## src/seq_pkg.sv

```systemverilog
// Constants, register map and types of the masked event step sequencer.
// Assumes a 20 MHz core clock and a 32-bit AXI4-Lite register bus.
package seq_pkg;
    localparam int STEPS = 16;
    localparam int OUT_W = 16;
    localparam int IDX_W = 4;
    localparam int TGT_W = 14;
    localparam int MIDX_W = 5;
    localparam int PRE_W = 18;
    localparam int ADDR_W = 12;
    localparam int CTRL_W = 5;
    // Time unit of the time base, and the core clock period
    localparam int UNIT_NS = 10_000_000;
    localparam int CLK_NS = 50;
    localparam int UNIT_CYCLES = UNIT_NS / CLK_NS;
    localparam logic [TGT_W-1:0] TARGET_MAX = 14'h270F;
    localparam logic [IDX_W-1:0] LAST_STEP = 4'hF;
    localparam logic [4:0] PRESET_MIN = 5'h01;
    localparam logic [4:0] PRESET_MAX = 5'h10;
    localparam logic [4:0] PRESET_RST = 5'h01;
    // Register byte addresses
    localparam logic [ADDR_W-1:0] OFF_CTRL = 12'h000;
    localparam logic [ADDR_W-1:0] OFF_EVENT = 12'h004;
    localparam logic [ADDR_W-1:0] OFF_TBASE = 12'h008;
    localparam logic [ADDR_W-1:0] OFF_MBASE = 12'h00C;
    localparam logic [ADDR_W-1:0] OFF_COUNT = 12'h010;
    localparam logic [ADDR_W-1:0] OFF_TIMER = 12'h014;
    localparam logic [ADDR_W-1:0] OFF_PRESET = 12'h018;
    localparam logic [ADDR_W-1:0] OFF_CUR = 12'h01C;
    localparam logic [ADDR_W-1:0] OFF_STAT = 12'h020;
    localparam logic [ADDR_W-1:0] OFF_OUTW = 12'h024;
    localparam logic [ADDR_W-1:0] OFF_PAT = 12'h100;
    localparam logic [ADDR_W-1:0] OFF_CFG = 12'h140;
    localparam logic [ADDR_W-1:0] OFF_MASK = 12'h200;
    localparam logic [ADDR_W-1:0] SPAN16 = 12'h040;
    localparam logic [ADDR_W-1:0] SPAN32 = 12'h080;
    // Control register bits
    localparam int CB_RUN = 0;
    localparam int CB_START = 1;
    localparam int CB_RESET = 2;
    localparam int CB_JOG = 3;
    localparam int CB_WORD = 4;
    // Step configuration word: count target low, event flag above
    localparam int CFG_EV = 16;
    localparam logic [1:0] RESP_OKAY = 2'h0;
    localparam logic [1:0] RESP_SLVERR = 2'h2;

    typedef enum logic [1:0] {
        ST_IDLE = 2'b00,
        ST_RUN = 2'b01,
        ST_DONE = 2'b11
    } seq_state_e;

    typedef struct packed {
        logic [15:0] count;
        logic [15:0] timer;
        logic [15:0] preset;
        logic [15:0] current;
    } status_s;
endpackage

```

## src/masked_event_step_sequencer.sv

```systemverilog
// Sixteen-step masked output sequencer with an AXI4-Lite register file.
// Assumes synchronous inputs, one 20 MHz clock and a single bus master.
`timescale 1ns/1ps
`default_nettype none

module masked_event_step_sequencer
    import seq_pkg::*;
#(
    parameter int UNIT_CYC = UNIT_CYCLES // Core cycles per 0.01 s
) (
    input wire logic i_core_clk, // Core clock
    input wire logic i_rst_n, // Async reset, active low
    input wire logic i_ce, // Clock enable, freezes all state
    input wire logic [ADDR_W-1:0] i_s_axi_awaddr, // Write address
    input wire logic i_s_axi_awvalid, // Write address valid
    output logic o_s_axi_awready, // Write address ready
    input wire logic [31:0] i_s_axi_wdata, // Write data
    input wire logic [3:0] i_s_axi_wstrb, // Write byte strobes
    input wire logic i_s_axi_wvalid, // Write data valid
    output logic o_s_axi_wready, // Write data ready
    output logic [1:0] o_s_axi_bresp, // Write response
    output logic o_s_axi_bvalid, // Write response valid
    input wire logic i_s_axi_bready, // Write response ready
    input wire logic [ADDR_W-1:0] i_s_axi_araddr, // Read address
    input wire logic i_s_axi_arvalid, // Read address valid
    output logic o_s_axi_arready, // Read address ready
    output logic [31:0] o_s_axi_rdata, // Read data
    output logic [1:0] o_s_axi_rresp, // Read response
    output logic o_s_axi_rvalid, // Read data valid
    input wire logic i_s_axi_rready, // Read data ready
    output logic [OUT_W-1:0] o_discrete, // Discrete output points
    output logic [OUT_W-1:0] o_word_out, // Output word
    output logic o_complete, // Completion flag
    output status_s o_status // Four status counters
);
    logic [CTRL_W-1:0] ctrl;
    logic [OUT_W-1:0] event_reg;
    logic [TGT_W-1:0] timebase;
    logic [MIDX_W-1:0] mask_base;
    logic [4:0] preset;
    logic [OUT_W-1:0] pattern [STEPS];
    logic [CFG_EV:0] cfg [STEPS];
    logic [OUT_W-1:0] mask_mem [2*STEPS];

    logic [IDX_W-1:0] cur;
    logic [TGT_W-1:0] cnt;
    logic [TGT_W-1:0] tmr;
    logic [PRE_W-1:0] pre;
    logic complete;
    logic run_q;
    logic jog_q;
    seq_state_e state;

    logic aw_held;
    logic w_held;
    logic [ADDR_W-1:0] aw_addr;
    logic [31:0] w_data;
    logic [3:0] w_strb;

    function automatic logic is_blk(input logic [ADDR_W-1:0] a,
                                    input logic [ADDR_W-1:0] base,
                                    input logic [ADDR_W-1:0] span);
        return (a >= base) && (a < base + span) && (a[1:0] == 2'b00);
    endfunction

    // Register decode shared by the read path and write merging
    function automatic logic [32:0] reg_val(input logic [ADDR_W-1:0] a);
        logic [32:0] r;
        r = {1'b1, 32'h0000_0000};
        if (is_blk(a, OFF_PAT, SPAN16))
            r[15:0] = pattern[a[5:2]];
        else if (is_blk(a, OFF_CFG, SPAN16))
            r[CFG_EV:0] = cfg[a[5:2]];
        else if (is_blk(a, OFF_MASK, SPAN32))
            r[15:0] = mask_mem[a[6:2]];
        else if (a == OFF_CTRL)
            r[CTRL_W-1:0] = ctrl;
        else if (a == OFF_EVENT)
            r[15:0] = event_reg;
        else if (a == OFF_TBASE)
            r[TGT_W-1:0] = timebase;
        else if (a == OFF_MBASE)
            r[MIDX_W-1:0] = mask_base;
        else if (a == OFF_COUNT)
            r[15:0] = o_status.count;
        else if (a == OFF_TIMER)
            r[15:0] = o_status.timer;
        else if (a == OFF_PRESET)
            r[15:0] = o_status.preset;
        else if (a == OFF_CUR)
            r[15:0] = o_status.current;
        else if (a == OFF_STAT)
            r[2:0] = {state, complete};
        else if (a == OFF_OUTW)
            r[15:0] = o_word_out;
        else
            r[32] = 1'b0;
        return r;
    endfunction

    function automatic logic [31:0] wmerge(input logic [31:0] old,
                                           input logic [31:0] dat,
                                           input logic [3:0] strb);
        logic [31:0] m;
        m = old;
        for (int b = 0; b < 4; b++) begin
            if (strb[b])
                m[8*b +: 8] = dat[8*b +: 8];
        end
        return m;
    endfunction

    // Bus slave
    logic wr_fire;
    logic [32:0] wr_old;
    logic [31:0] wr_word;
    logic [32:0] rd_hit;
    logic [IDX_W-1:0] wi16;
    logic [MIDX_W-1:0] wi32;
    logic preset_ok;
    assign wr_fire = aw_held && w_held && !o_s_axi_bvalid;
    // Comb process so register updates retrigger the shared decode
    always_comb begin
        wr_old = reg_val(aw_addr);
        rd_hit = reg_val(i_s_axi_araddr);
    end
    assign wr_word = wmerge(wr_old[31:0], w_data, w_strb);
    assign wi16 = aw_addr[5:2];
    assign wi32 = aw_addr[6:2];
    assign preset_ok = (wr_word[4:0] >= PRESET_MIN) &&
                       (wr_word[4:0] <= PRESET_MAX) && (wr_word[15:5] == '0);
    assign o_s_axi_awready = !aw_held && !o_s_axi_bvalid;
    assign o_s_axi_wready = !w_held && !o_s_axi_bvalid;
    assign o_s_axi_arready = !o_s_axi_rvalid;

    always_ff @(posedge i_core_clk or negedge i_rst_n) begin
        if (!i_rst_n) begin
            aw_held <= 1'b0;
            w_held <= 1'b0;
            aw_addr <= '0;
            w_data <= '0;
            w_strb <= '0;
            o_s_axi_bvalid <= 1'b0;
            o_s_axi_bresp <= RESP_OKAY;
            o_s_axi_rvalid <= 1'b0;
            o_s_axi_rresp <= RESP_OKAY;
            o_s_axi_rdata <= '0;
        end else if (i_ce) begin
            if (i_s_axi_awvalid && o_s_axi_awready) begin
                aw_held <= 1'b1;
                aw_addr <= i_s_axi_awaddr;
            end
            if (i_s_axi_wvalid && o_s_axi_wready) begin
                w_held <= 1'b1;
                w_data <= i_s_axi_wdata;
                w_strb <= i_s_axi_wstrb;
            end
            if (wr_fire) begin
                aw_held <= 1'b0;
                w_held <= 1'b0;
                o_s_axi_bvalid <= 1'b1;
                o_s_axi_bresp <= wr_old[32] ? RESP_OKAY : RESP_SLVERR;
            end else if (i_s_axi_bready)
                o_s_axi_bvalid <= 1'b0;
            if (i_s_axi_arvalid && o_s_axi_arready) begin
                o_s_axi_rvalid <= 1'b1;
                o_s_axi_rdata <= rd_hit[31:0];
                o_s_axi_rresp <= rd_hit[32] ? RESP_OKAY : RESP_SLVERR;
            end else if (i_s_axi_rready)
                o_s_axi_rvalid <= 1'b0;
        end
    end

    // Register file; arrays reset empty so unused steps are blank
    always_ff @(posedge i_core_clk or negedge i_rst_n) begin
        if (!i_rst_n) begin
            ctrl <= '0;
            event_reg <= '0;
            timebase <= '0;
            mask_base <= '0;
            preset <= PRESET_RST;
            for (int i = 0; i < STEPS; i++) begin
                pattern[i] <= '0;
                cfg[i] <= '0;
            end
            for (int i = 0; i < 2*STEPS; i++)
                mask_mem[i] <= '0;
        end else if (i_ce && wr_fire) begin
            if (aw_addr == OFF_CTRL)
                ctrl <= wr_word[CTRL_W-1:0];
            if (aw_addr == OFF_EVENT)
                event_reg <= wr_word[15:0];
            if (aw_addr == OFF_TBASE)
                timebase <= wr_word[TGT_W-1:0];
            if (aw_addr == OFF_MBASE)
                mask_base <= wr_word[MIDX_W-1:0];
            if (aw_addr == OFF_PRESET && preset_ok)
                preset <= wr_word[4:0];
            if (is_blk(aw_addr, OFF_PAT, SPAN16))
                pattern[wi16] <= wr_word[15:0];
            if (is_blk(aw_addr, OFF_CFG, SPAN16))
                cfg[wi16] <= {wr_word[CFG_EV], 2'b00,
                    (wr_word[TGT_W-1:0] > TARGET_MAX) ? TARGET_MAX :
                    wr_word[TGT_W-1:0]};
            if (is_blk(aw_addr, OFF_MASK, SPAN32))
                mask_mem[wi32] <= wr_word[15:0];
        end
    end

    // Step sequencing
    logic run_mode;
    logic seq_rst;
    logic start;
    logic word_mode;
    logic [TGT_W-1:0] tgt;
    logic ev_used;
    logic unused;
    logic cnt_en;
    logic unit_tick;
    logic count_tick;
    logic [TGT_W-1:0] next_cnt;
    logic time_done;
    logic jog_rise;
    logic load;
    logic advance;
    logic [MIDX_W-1:0] mask_idx;
    logic [OUT_W-1:0] masked;
    assign run_mode = ctrl[CB_RUN];
    assign start = ctrl[CB_START];
    assign word_mode = ctrl[CB_WORD];
    assign tgt = cfg[cur][TGT_W-1:0];
    assign ev_used = cfg[cur][CFG_EV];
    // load on run entry or reset
    assign seq_rst = run_mode && ctrl[CB_RESET];
    assign load = (run_mode && !run_q) || seq_rst;
    assign unused = (timebase == '0) || ((tgt == '0) && !ev_used);
    // timer gated by start and event
    assign cnt_en = start && (!ev_used || event_reg[cur]);
    // one count per time base units
    assign unit_tick = cnt_en && (pre == PRE_W'(UNIT_CYC - 1));
    assign count_tick = unit_tick && (tmr == timebase - 14'h0001);
    assign next_cnt = cnt + 14'h0001;
    assign time_done = cnt_en &&
                       ((tgt == '0) || (count_tick && next_cnt >= tgt));
    assign jog_rise = ctrl[CB_JOG] && !jog_q;
    assign advance = (state == ST_RUN) && (jog_rise || unused || time_done);
    assign mask_idx = mask_base + MIDX_W'(cur);
    assign masked = pattern[cur] & mask_mem[mask_idx];

    always_ff @(posedge i_core_clk or negedge i_rst_n) begin
        if (!i_rst_n) begin
            run_q <= 1'b0;
            jog_q <= 1'b0;
        end else if (i_ce) begin
            run_q <= run_mode;
            jog_q <= ctrl[CB_JOG];
        end
    end

    always_ff @(posedge i_core_clk or negedge i_rst_n) begin
        if (!i_rst_n) begin
            state <= ST_IDLE;
            cur <= '0;
            cnt <= '0;
            tmr <= '0;
            pre <= '0;
            complete <= 1'b0;
        end else if (i_ce) begin
            if (!run_mode)
                state <= ST_IDLE;
            else if (load) begin
                state <= ST_RUN;
                cur <= IDX_W'(preset - PRESET_MIN);
                cnt <= '0;
                tmr <= '0;
                pre <= '0;
                complete <= 1'b0;
            end else if (advance) begin
                cnt <= '0;
                tmr <= '0;
                pre <= '0;
                if (cur == LAST_STEP) begin
                    state <= ST_DONE;
                    complete <= 1'b1;
                end else
                    cur <= cur + 4'h1;
            end else if (state == ST_RUN && cnt_en) begin
                pre <= unit_tick ? '0 : pre + 18'h00001;
                if (count_tick) begin
                    tmr <= '0;
                    cnt <= next_cnt;
                end else if (unit_tick)
                    tmr <= tmr + 14'h0001;
            end
        end
    end

    // variant outputs, live in run mode
    always_ff @(posedge i_core_clk or negedge i_rst_n) begin
        if (!i_rst_n) begin
            o_discrete <= '0;
            o_word_out <= '0;
        end else if (i_ce) begin
            o_discrete <= (run_mode && !word_mode) ? masked : '0;
            o_word_out <= (run_mode && word_mode) ? masked : '0;
        end
    end

    assign o_status.count = {2'b00, cnt};
    assign o_status.timer = {2'b00, tmr};
    assign o_status.preset = {11'h000, preset};
    assign o_status.current = {11'h000, 5'(cur) + 5'h01};
    assign o_complete = complete;

    AST_MASK_OUT: assert property (@(posedge i_core_clk) disable iff (!i_rst_n)
        (i_ce && run_mode && !word_mode) |=> o_discrete == $past(masked))
        else $error("discrete outputs differ from masked pattern");
    AST_PRESET_LOAD: assert property (@(posedge i_core_clk)
        disable iff (!i_rst_n) (i_ce && seq_rst)
        |=> o_status.current == {11'h000, $past(preset)} && cnt == '0)
        else $error("reset did not load preset step");
    AST_JOG_STEP: assert property (@(posedge i_core_clk) disable iff (!i_rst_n)
        (i_ce && run_mode && state == ST_RUN && jog_rise && !load &&
        cur != LAST_STEP)
        |=> cur == 4'($past(cur) + 4'h1))
        else $error("jog edge did not advance one step");
    AST_DONE_SET: assert property (@(posedge i_core_clk) disable iff (!i_rst_n)
        (i_ce && run_mode && advance && !load && cur == LAST_STEP)
        |=> complete && state == ST_DONE)
        else $error("completion flag missing after last step");
    AST_DONE_CLR: assert property (@(posedge i_core_clk) disable iff (!i_rst_n)
        (i_ce && seq_rst) |=> !complete[*2])
        else $error("completion flag survived reset");
    AST_START_GATE: assert property (@(posedge i_core_clk)
        disable iff (!i_rst_n) (i_ce && !start && !load && !advance)
        |=> $stable(cnt) && $stable(tmr) && $stable(pre))
        else $error("timer ran without start");
    AST_CNT_CLEAR: assert property (@(posedge i_core_clk) disable iff (!i_rst_n)
        (i_ce && run_mode && advance && !load) |=> cnt == '0 && tmr == '0)
        else $error("count not cleared on new step");
    AST_IDLE_OUT: assert property (@(posedge i_core_clk) disable iff (!i_rst_n)
        (i_ce && !run_mode) |=> o_discrete == '0 && o_word_out == '0)
        else $error("outputs active outside run mode");
    AST_HALT: assert property (@(posedge i_core_clk) disable iff (!i_rst_n)
        (i_ce && state == ST_DONE && run_mode && !load) |=> $stable(cur))
        else $error("step moved after completion");
endmodule

`default_nettype wire

```

## config.mk

```make
export PLATFORM = sky130hd
export DESIGN_NAME = masked_event_step_sequencer
export DESIGN_NICKNAME = d
export VERILOG_FILES = /design/src/seq_pkg.sv /design/src/masked_event_step_sequencer.sv
export SDC_FILE = /design/constraint.sdc
export NUM_CORES = 2
export LEC_CHECK = 0
export BUFFER_PORTS_ARGS = -buffer_cell sky130_fd_sc_hd__buf_2
export CAP_MARGIN = 20
export CORE_AREA = 2 2 459 461
export CTS_BUF_LIST = sky130_fd_sc_hd__clkbuf_2 sky130_fd_sc_hd__clkbuf_4 sky130_fd_sc_hd__clkbuf_8
export DETAILED_ROUTE_END_ITERATION = 12
export DIE_AREA = 0 0 461 463
export PLACE_DENSITY = 0.56
export SETUP_SLACK_MARGIN = 0.02
export SYNTH_ARGS = -nofsm -noshare
export SYNTH_HDL_FRONTEND = slang
export SYNTH_SLANG_ARGS = --single-unit
```

## constraint.sdc

```tcl
create_clock -name i_core_clk -period 12.65 [get_ports i_core_clk]
set_input_delay 0 -clock i_core_clk [delete_from_list [all_inputs] [get_ports i_core_clk]]
set_output_delay 0 -clock i_core_clk [all_outputs]
set_load 0.02 [all_outputs]
```

# Word level (Yosys, flattened, before mapping)
# Cells that the tools add are included.
[word_totals]
regBits = 1229
input_bits = 68
word_cells = 404
[op_classes]
addsub = 8
order_cmp = 25
eq_ne = 25
n_mux = 160
bitwise = 7
n_reduce_logical = 90
[ops]
columns = ["operator", "n"]
rows = [
  ["$mux 16", 53],
  ["$bwmux 512", 1],
  ["$bwmux 272", 1],
  ["$bwmux 256", 1],
  ["$bmux 16 s5", 3],
  ["$bmux 17 s4", 3],
  ["$bmux 16 s4", 3],
  ["$mux 14", 12],
  ["$mux 17", 7],
  ["$eq 12x5->1 const B", 8],
  ["$demux 16 s5", 1],
  ["$mux 18", 4],
  ["$demux 17 s4", 1],
  ["$demux 16 s4", 1],
  ["$eq 12x4->1 const B", 4],
  ["$eq 12x6->1 const B", 4],
  ["$ge 12x9->1 const B", 4],
  ["$lt 12x9->1 const B", 4],
  ["$mux 11", 4],
  ["$mux 1", 43],
  ["$logic_and 1x1->1", 38],
  ["$reduce_and 2->1", 16],
  ["$add 14x1->14 const B", 2],
  ["$logic_not 14->1", 2],
  ["other kinds (44)", 95],
]

# Logic depth before layout (Yosys ltp)
[depth]
word_depth = 27
ltp_mapped = 19
mapped_depth_nobuf = 16

# Least setup slack after synthesis
# OpenSTA, ideal clock, no wires.
[synth_path]
path_type = "flip-flop to flip-flop"
start = "reg cur[0]"
end = "reg cur[0]"
arrival_time_ns = 3.849
required_time_ns = 12.526
slack_ns = 8.678
path_stages_with_launch = 15
path_buffers = 2
path_cell_list = "dfrtp_1 -> buf_2 -> buf_2 -> mux4_2 -> mux4_2 -> inv_1 -> ha_1 -> a2111oi_0 -> o211ai_1 -> a211o_1 -> nand4_1 -> nand2_1 -> o211ai_1 -> nor3b_1 -> a211o_1"
[synth_between]
elab_chain_cells = 16
elab_cells_between_ends = 29
[synth_lines]
columns = ["element", "line", "text"]
rows = [
  ["from (decl)", "masked_event_step_sequencer.sv:45", "logic [IDX_W-1:0] cur;"],
  ["from (signal assigned)", "masked_event_step_sequencer.sv:273", "cur <= IDX_W'(preset - PRESET_MIN);"],
  ["from (signal assigned)", "masked_event_step_sequencer.sv:286", "cur <= cur + 4'h1;"],
  ["branches (longest 16 deep; another with $ge 14x14->1)", "--", ""],
]
# Several ways; the timed one is not identified. The select of a mux whose other input is x is not followed.
# A chain may end at the register's enable or synchronous reset.

# Worst setup path after layout
[layout_path]
start = "reg aw_addr[3]"
end = "reg cfg[178] (netlist bit)"
[layout_between]
elab_chain_cells = 25
elab_cells_between_ends = 67
[layout_lines]
columns = ["element", "line", "text"]
rows = [
  ["from (decl)", "masked_event_step_sequencer.sv:56", "logic [ADDR_W-1:0] aw_addr;"],
  ["from (signal assigned)", "masked_event_step_sequencer.sv:151", "aw_addr <= i_s_axi_awaddr;"],
  ["$eq 12x6->1", "masked_event_step_sequencer.sv:94", "else if (a == OFF_OUTW)"],
  ["$mux 16", "masked_event_step_sequencer.sv:94", ""],
  ["$mux 3 or $mux 13 (tied branches)", "masked_event_step_sequencer.sv:92", "else if (a == OFF_STAT)"],
  ["$mux 16", "masked_event_step_sequencer.sv:90", "else if (a == OFF_CUR)"],
  ["$mux 16", "masked_event_step_sequencer.sv:88", "else if (a == OFF_PRESET)"],
  ["$mux 16", "masked_event_step_sequencer.sv:86", "else if (a == OFF_TIMER)"],
  ["$mux 16", "masked_event_step_sequencer.sv:84", "else if (a == OFF_COUNT)"],
  ["$mux 16", "masked_event_step_sequencer.sv:82", "else if (a == OFF_MBASE)"],
  ["(+9 left out)", "--", ""],
  ["$mux 5 or $mux 11 (tied branches)", "masked_event_step_sequencer.sv:76", "else if (a == OFF_CTRL)"],
  ["$mux 16", "masked_event_step_sequencer.sv:74", "else if (is_blk(a, OFF_MASK, SPAN32))"],
  ["$mux 16", "masked_event_step_sequencer.sv:72", "else if (is_blk(a, OFF_CFG, SPAN16))"],
  ["$mux 16", "masked_event_step_sequencer.sv:70", "if (is_blk(a, OFF_PAT, SPAN16))"],
  ["$mux 8", "masked_event_step_sequencer.sv:107", "if (strb[b])"],
  ["$gt 14x14->1", "masked_event_step_sequencer.sv:203", "(wr_word[TGT_W-1:0] > TARGET_MAX) ? TARGET_MAX :"],
  ["$mux 14", "masked_event_step_sequencer.sv:203", ""],
  ["$bwmux 272", "masked_event_step_sequencer.sv:202", "cfg[wi16] <= {wr_word[CFG_EV], 2'b00,"],
  ["to (signal, indexed assignment)", "masked_event_step_sequencer.sv:202", ""],
  ["to (decl)", "masked_event_step_sequencer.sv:42", "logic [CFG_EV:0] cfg [STEPS];"],
]
# Parallel ways exist; a longest one is shown, timed or not. The select of a mux whose other input is x is not followed.

==> metrics.md <==
| Metric | Value |
|---|---|
| Switching share of power | 0.384 |
| CTS Root Cell | clkbuf_8 |
| Worst slack on hold paths | 103 ps |
| Count of mapped cells out of synthesis | 6,306 |
| CTS buffer count | 197 |
| Number of max-cap violations | 0 |
| Number of H-tree levels | 4 |
| Placeable Area | 0.209 mm2 |
| Reg-to-Reg Start | aw_addr[3]$_DFFE_PN0P_ |
| Resized cells post-CTS | 0 |
| Post-synth EDFFs | 0 |
| Met2 usage | 0.399 |
| Clock share of power | 0.343 |
| Maximum VDD drop | 169 uV |
| Clock tree from TritonCTS | done |
| Tot Pwr | 11,400 uW |
| Power density over the cells | 140 mW/mm2 |
| Final estimated routing congestion in global placement | 0.973 |
| Number of buffers inserted by post-CTS setup repair | 0 |
| Number of distinct library cells after synthesis | between 100 and 150 |
| GR met3 Demand/Resource | 0.0691 |
| M1 GR Usage | 0.333 |
| Critical path endpoint | cfg[178]$_DFFE_PN0P_ |
| Switching Power | 4390 uW |
| Y dimension of the die | 463 um |
| Start point of the critical path | aw_addr[3]$_DFFE_PN0P_ |
| Clk sinks | approximately 1,200 |
| Net count of the finished layout | between 6,000 and 7,000 |
| Post-layout utilization of the core | 0.391 |
| Critical setup path kind | reg2reg |
| Die outline area | approximately 0.21 mm2 |
| Data required time at the worst endpoint | 13,470 ps |
| Count of vias placed by the detailed router | 57,300 |
| Vias per inst | 6.15 |
| Hold buffer count at cts | 132 |
| Number of slew-limit violations in the final report | 0 |
| Flip-flop count of the largest register after layout | 512 |
| Cell types occupying the most area after synthesis | dfrtp_1 41%, mux4_2 25%, nand2_1 6.8% |
| Global-route wire length before repair | 406,000 um |
| Fin crit share | 0.559 |
| Number of global-route vias before repair | between 50,000 and 60,000 |
| Sum Neg Setup Slack | 0 ps |
| Async S/R FF share, synth | 1.00 |
| Number of iterations in the first detailed-routing pass | 6 |
| Total Routed Length | approximately 280,000 um |
| Number of buffers added on ports | about 150 |
| Ys flop type | dfrtp_1 |
| Highest net fanout along the worst path | 117 |
| F_max | roughly 140 MHz |
| Type of the worst min-delay path | in2reg |
| GRT Total Usage | 0.261 |
| Buffer depth of the longest clock path | 3 |
| Synth Area per Inst | 11.5 um2 |
| Fraction of final layout cells sized beyond drive strength 1 | 0.281 |
| Power share of the sequential group | 0.362 |
| Transition time of the tightest slew-check pin | roughly 1300 ps |
| Ports | 206 |
| Sum of net half-perimeters after detailed placement | 181,000 um |
| Avg WL per Cell | 30.3 um |
| Post-synth design cell area | 0.0726 mm2 |
| Reg-to-reg setup timing slack | between 5000 and 6000 ps |
| Number of hold violations in the final report | 0 |
| Count of antenna-violating nets left after detailed routing | 0 |
| Normalized max-slew margin | 0.158 |
| Leakage power | roughly 0.034 uW |
| Warning count from the yosys run | 0 |
| Most frequent cells after synthesis | 1,325 x nand2_1, 1,194 x dfrtp_1, 819 x mux4_2 |
| DRC viols | 0 |
| Setup-violating endpoint count in the final report | 0 |
| CP Capture Type | flip-flop |
| Register with the most flip-flops | mask_mem |
| Effective utilization at floorplan | 0.348 |
| Outcome | finished, final reports clean |
| Total congestion overflow after global routing | 0 |
| Worst-skew pair later-pin latency | 1030 ps |
| Clock skew | between 60 and 70 ps |
| Gr busiest metal | met2 |
| Area growth syn-to-layout | 12.3% |
| Starting DRT DRC Count | 6,631 |
| Largest net degree at the start of global routing | 163 |
| Std cell rows | about 170 |
| Internal | 7050 uW |
| FF-to-FF path depth | 12 |
| Biggest registers after layout | mask_mem: 512 flops, pattern: 256 flops, cfg: 240 flops |
| Setup crit start kind | flip-flop |
| Clk pin slew, worst setup/hold paths | approximately 60 ps |
| Most common cell in the netlist | nand2_1 |
| Die X-Extent | 461 um |
| Unrepaired setup endpoints after global routing | false |
| Data arrival time at the worst-slack endpoint | about 8000 ps |
| Relative contribution of combinational cells to total power | 0.295 |
| Cell taking the most area after synthesis | dfrtp_1 |
| Antenna violations before repair | 10 |
| Final critical-path required period | 7070 ps |
| Part of the Yosys area used for sequential elements | 0.412 |
| Area share of the largest cell type after synthesis | 0.411 |
| Worst R2R End | cfg[178]$_DFFE_PN0P_ |
| Synth Register Bits | 1,195 |
[stage by stage]
stage / instances / cell area [um2] / worst slack (ps)
after floorplan: 6348 / 72800 / 8680
after global placement: 8818 / 75600 / 6000
after detailed placement: 8820 / 75600 / 5880
after CTS: 9306 / 81400 / 5810
after global routing: 9318 / 81600 / 5380
final: 9323 / 81600 / 5580
[logic make-up (layout without fill, tap and decap cells)]
kind of cell               Yosys count  in the layout  synth area share
and+or+nand+nor                   1844           1844             0.109
AOI/OAI and AO/OA                 1275           1275             0.101
muxes                             1200           1200             0.320
DFF                               1195           1195             0.412
buffers and inverters              716            880            0.0471
xor gates and xnor gates            50             50           0.00603
adders and majority gates           25             25           0.00441
other                                1             49         0.0000516
[layer usage]
layer	vias up	wire [um]
met5	-	27
met4	4	19800
met3	757	29100
met2	3342	127000
met1	29500	106000
li1	23700	-
[critical path: stages, from the launching register on]
cell and delay, ps:
dfrtp_4 700, buf_12 680, buf_4 800, or4b_1 680, o31a_1 170, o22ai_1 190, a21oi_1 130, a211o_1 510
a32oi_4 790, buf_4 610, nor2_1 340, nor2_1 930, o21ai_0 240
[cell type report]
class                           instances  area (um2)
Fill cell                           20000      127000
Multi-Input combinational cell       4437       39800
Tap cell                             2805        3510
Timing Repair Buffer                  446        3520
Clock inverter                         46         641
Sequential cell                      1195       29900
Inverter                               80         300
Antenna cell                            6        15.0
Clock buffer                          308        3860
[power groups by stage]
stage	Combinational [uW]	Clock, uW	Sequential (uW)
global placement	3140	0	4200
finish	3370	3920	4140
floorplan	2100	0	4030
detailed placement	3160	0	4200
CTS	3270	3970	4140
global route	3450	4140	4140
[worst min-delay path by stage]
stage | start | to | depth (start not counted)
5_1_grt | i_s_axi_araddr[0] | o_s_axi_rdata[5]$_DFFE_PN0P_ | 7
6_report | i_s_axi_araddr[0] | o_s_axi_rdata[5]$_DFFE_PN0P_ | 7
2_1_floorplan | i_rst_n | aw_addr[0]$_DFFE_PN0P_ | 0
3_5_place_dp | i_rst_n | cfg[224]$_DFFE_PN0P_ | 1
4_1_cts | i_s_axi_araddr[0] | o_s_axi_rdata[5]$_DFFE_PN0P_ | 7
3_3_place_gp | i_rst_n | cfg[224]$_DFFE_PN0P_ | 1
[layout by cell type (no fill, tap or decap), drive strengths merged, types with 19 or more instances in the layout]
cell and count:
nand2 1325, dfrtp 1194, mux4 862, o21ai 857, clkbuf 313, buf 310
mux2 235, nor2 135, dlygate4sd3 131, mux2i 103, nand3 95, inv 91
a21oi 79, o22ai 61, a22oi 52, nor3 48, nand2b 44, conb 43
o211ai 32, xnor2 31, a211oi 28, nand4 26, o221ai 25, ha 24
nor2b 24, or3 21, nor4 20, xor2 19, a221oi 19
(Power assumes the default switching activity.)
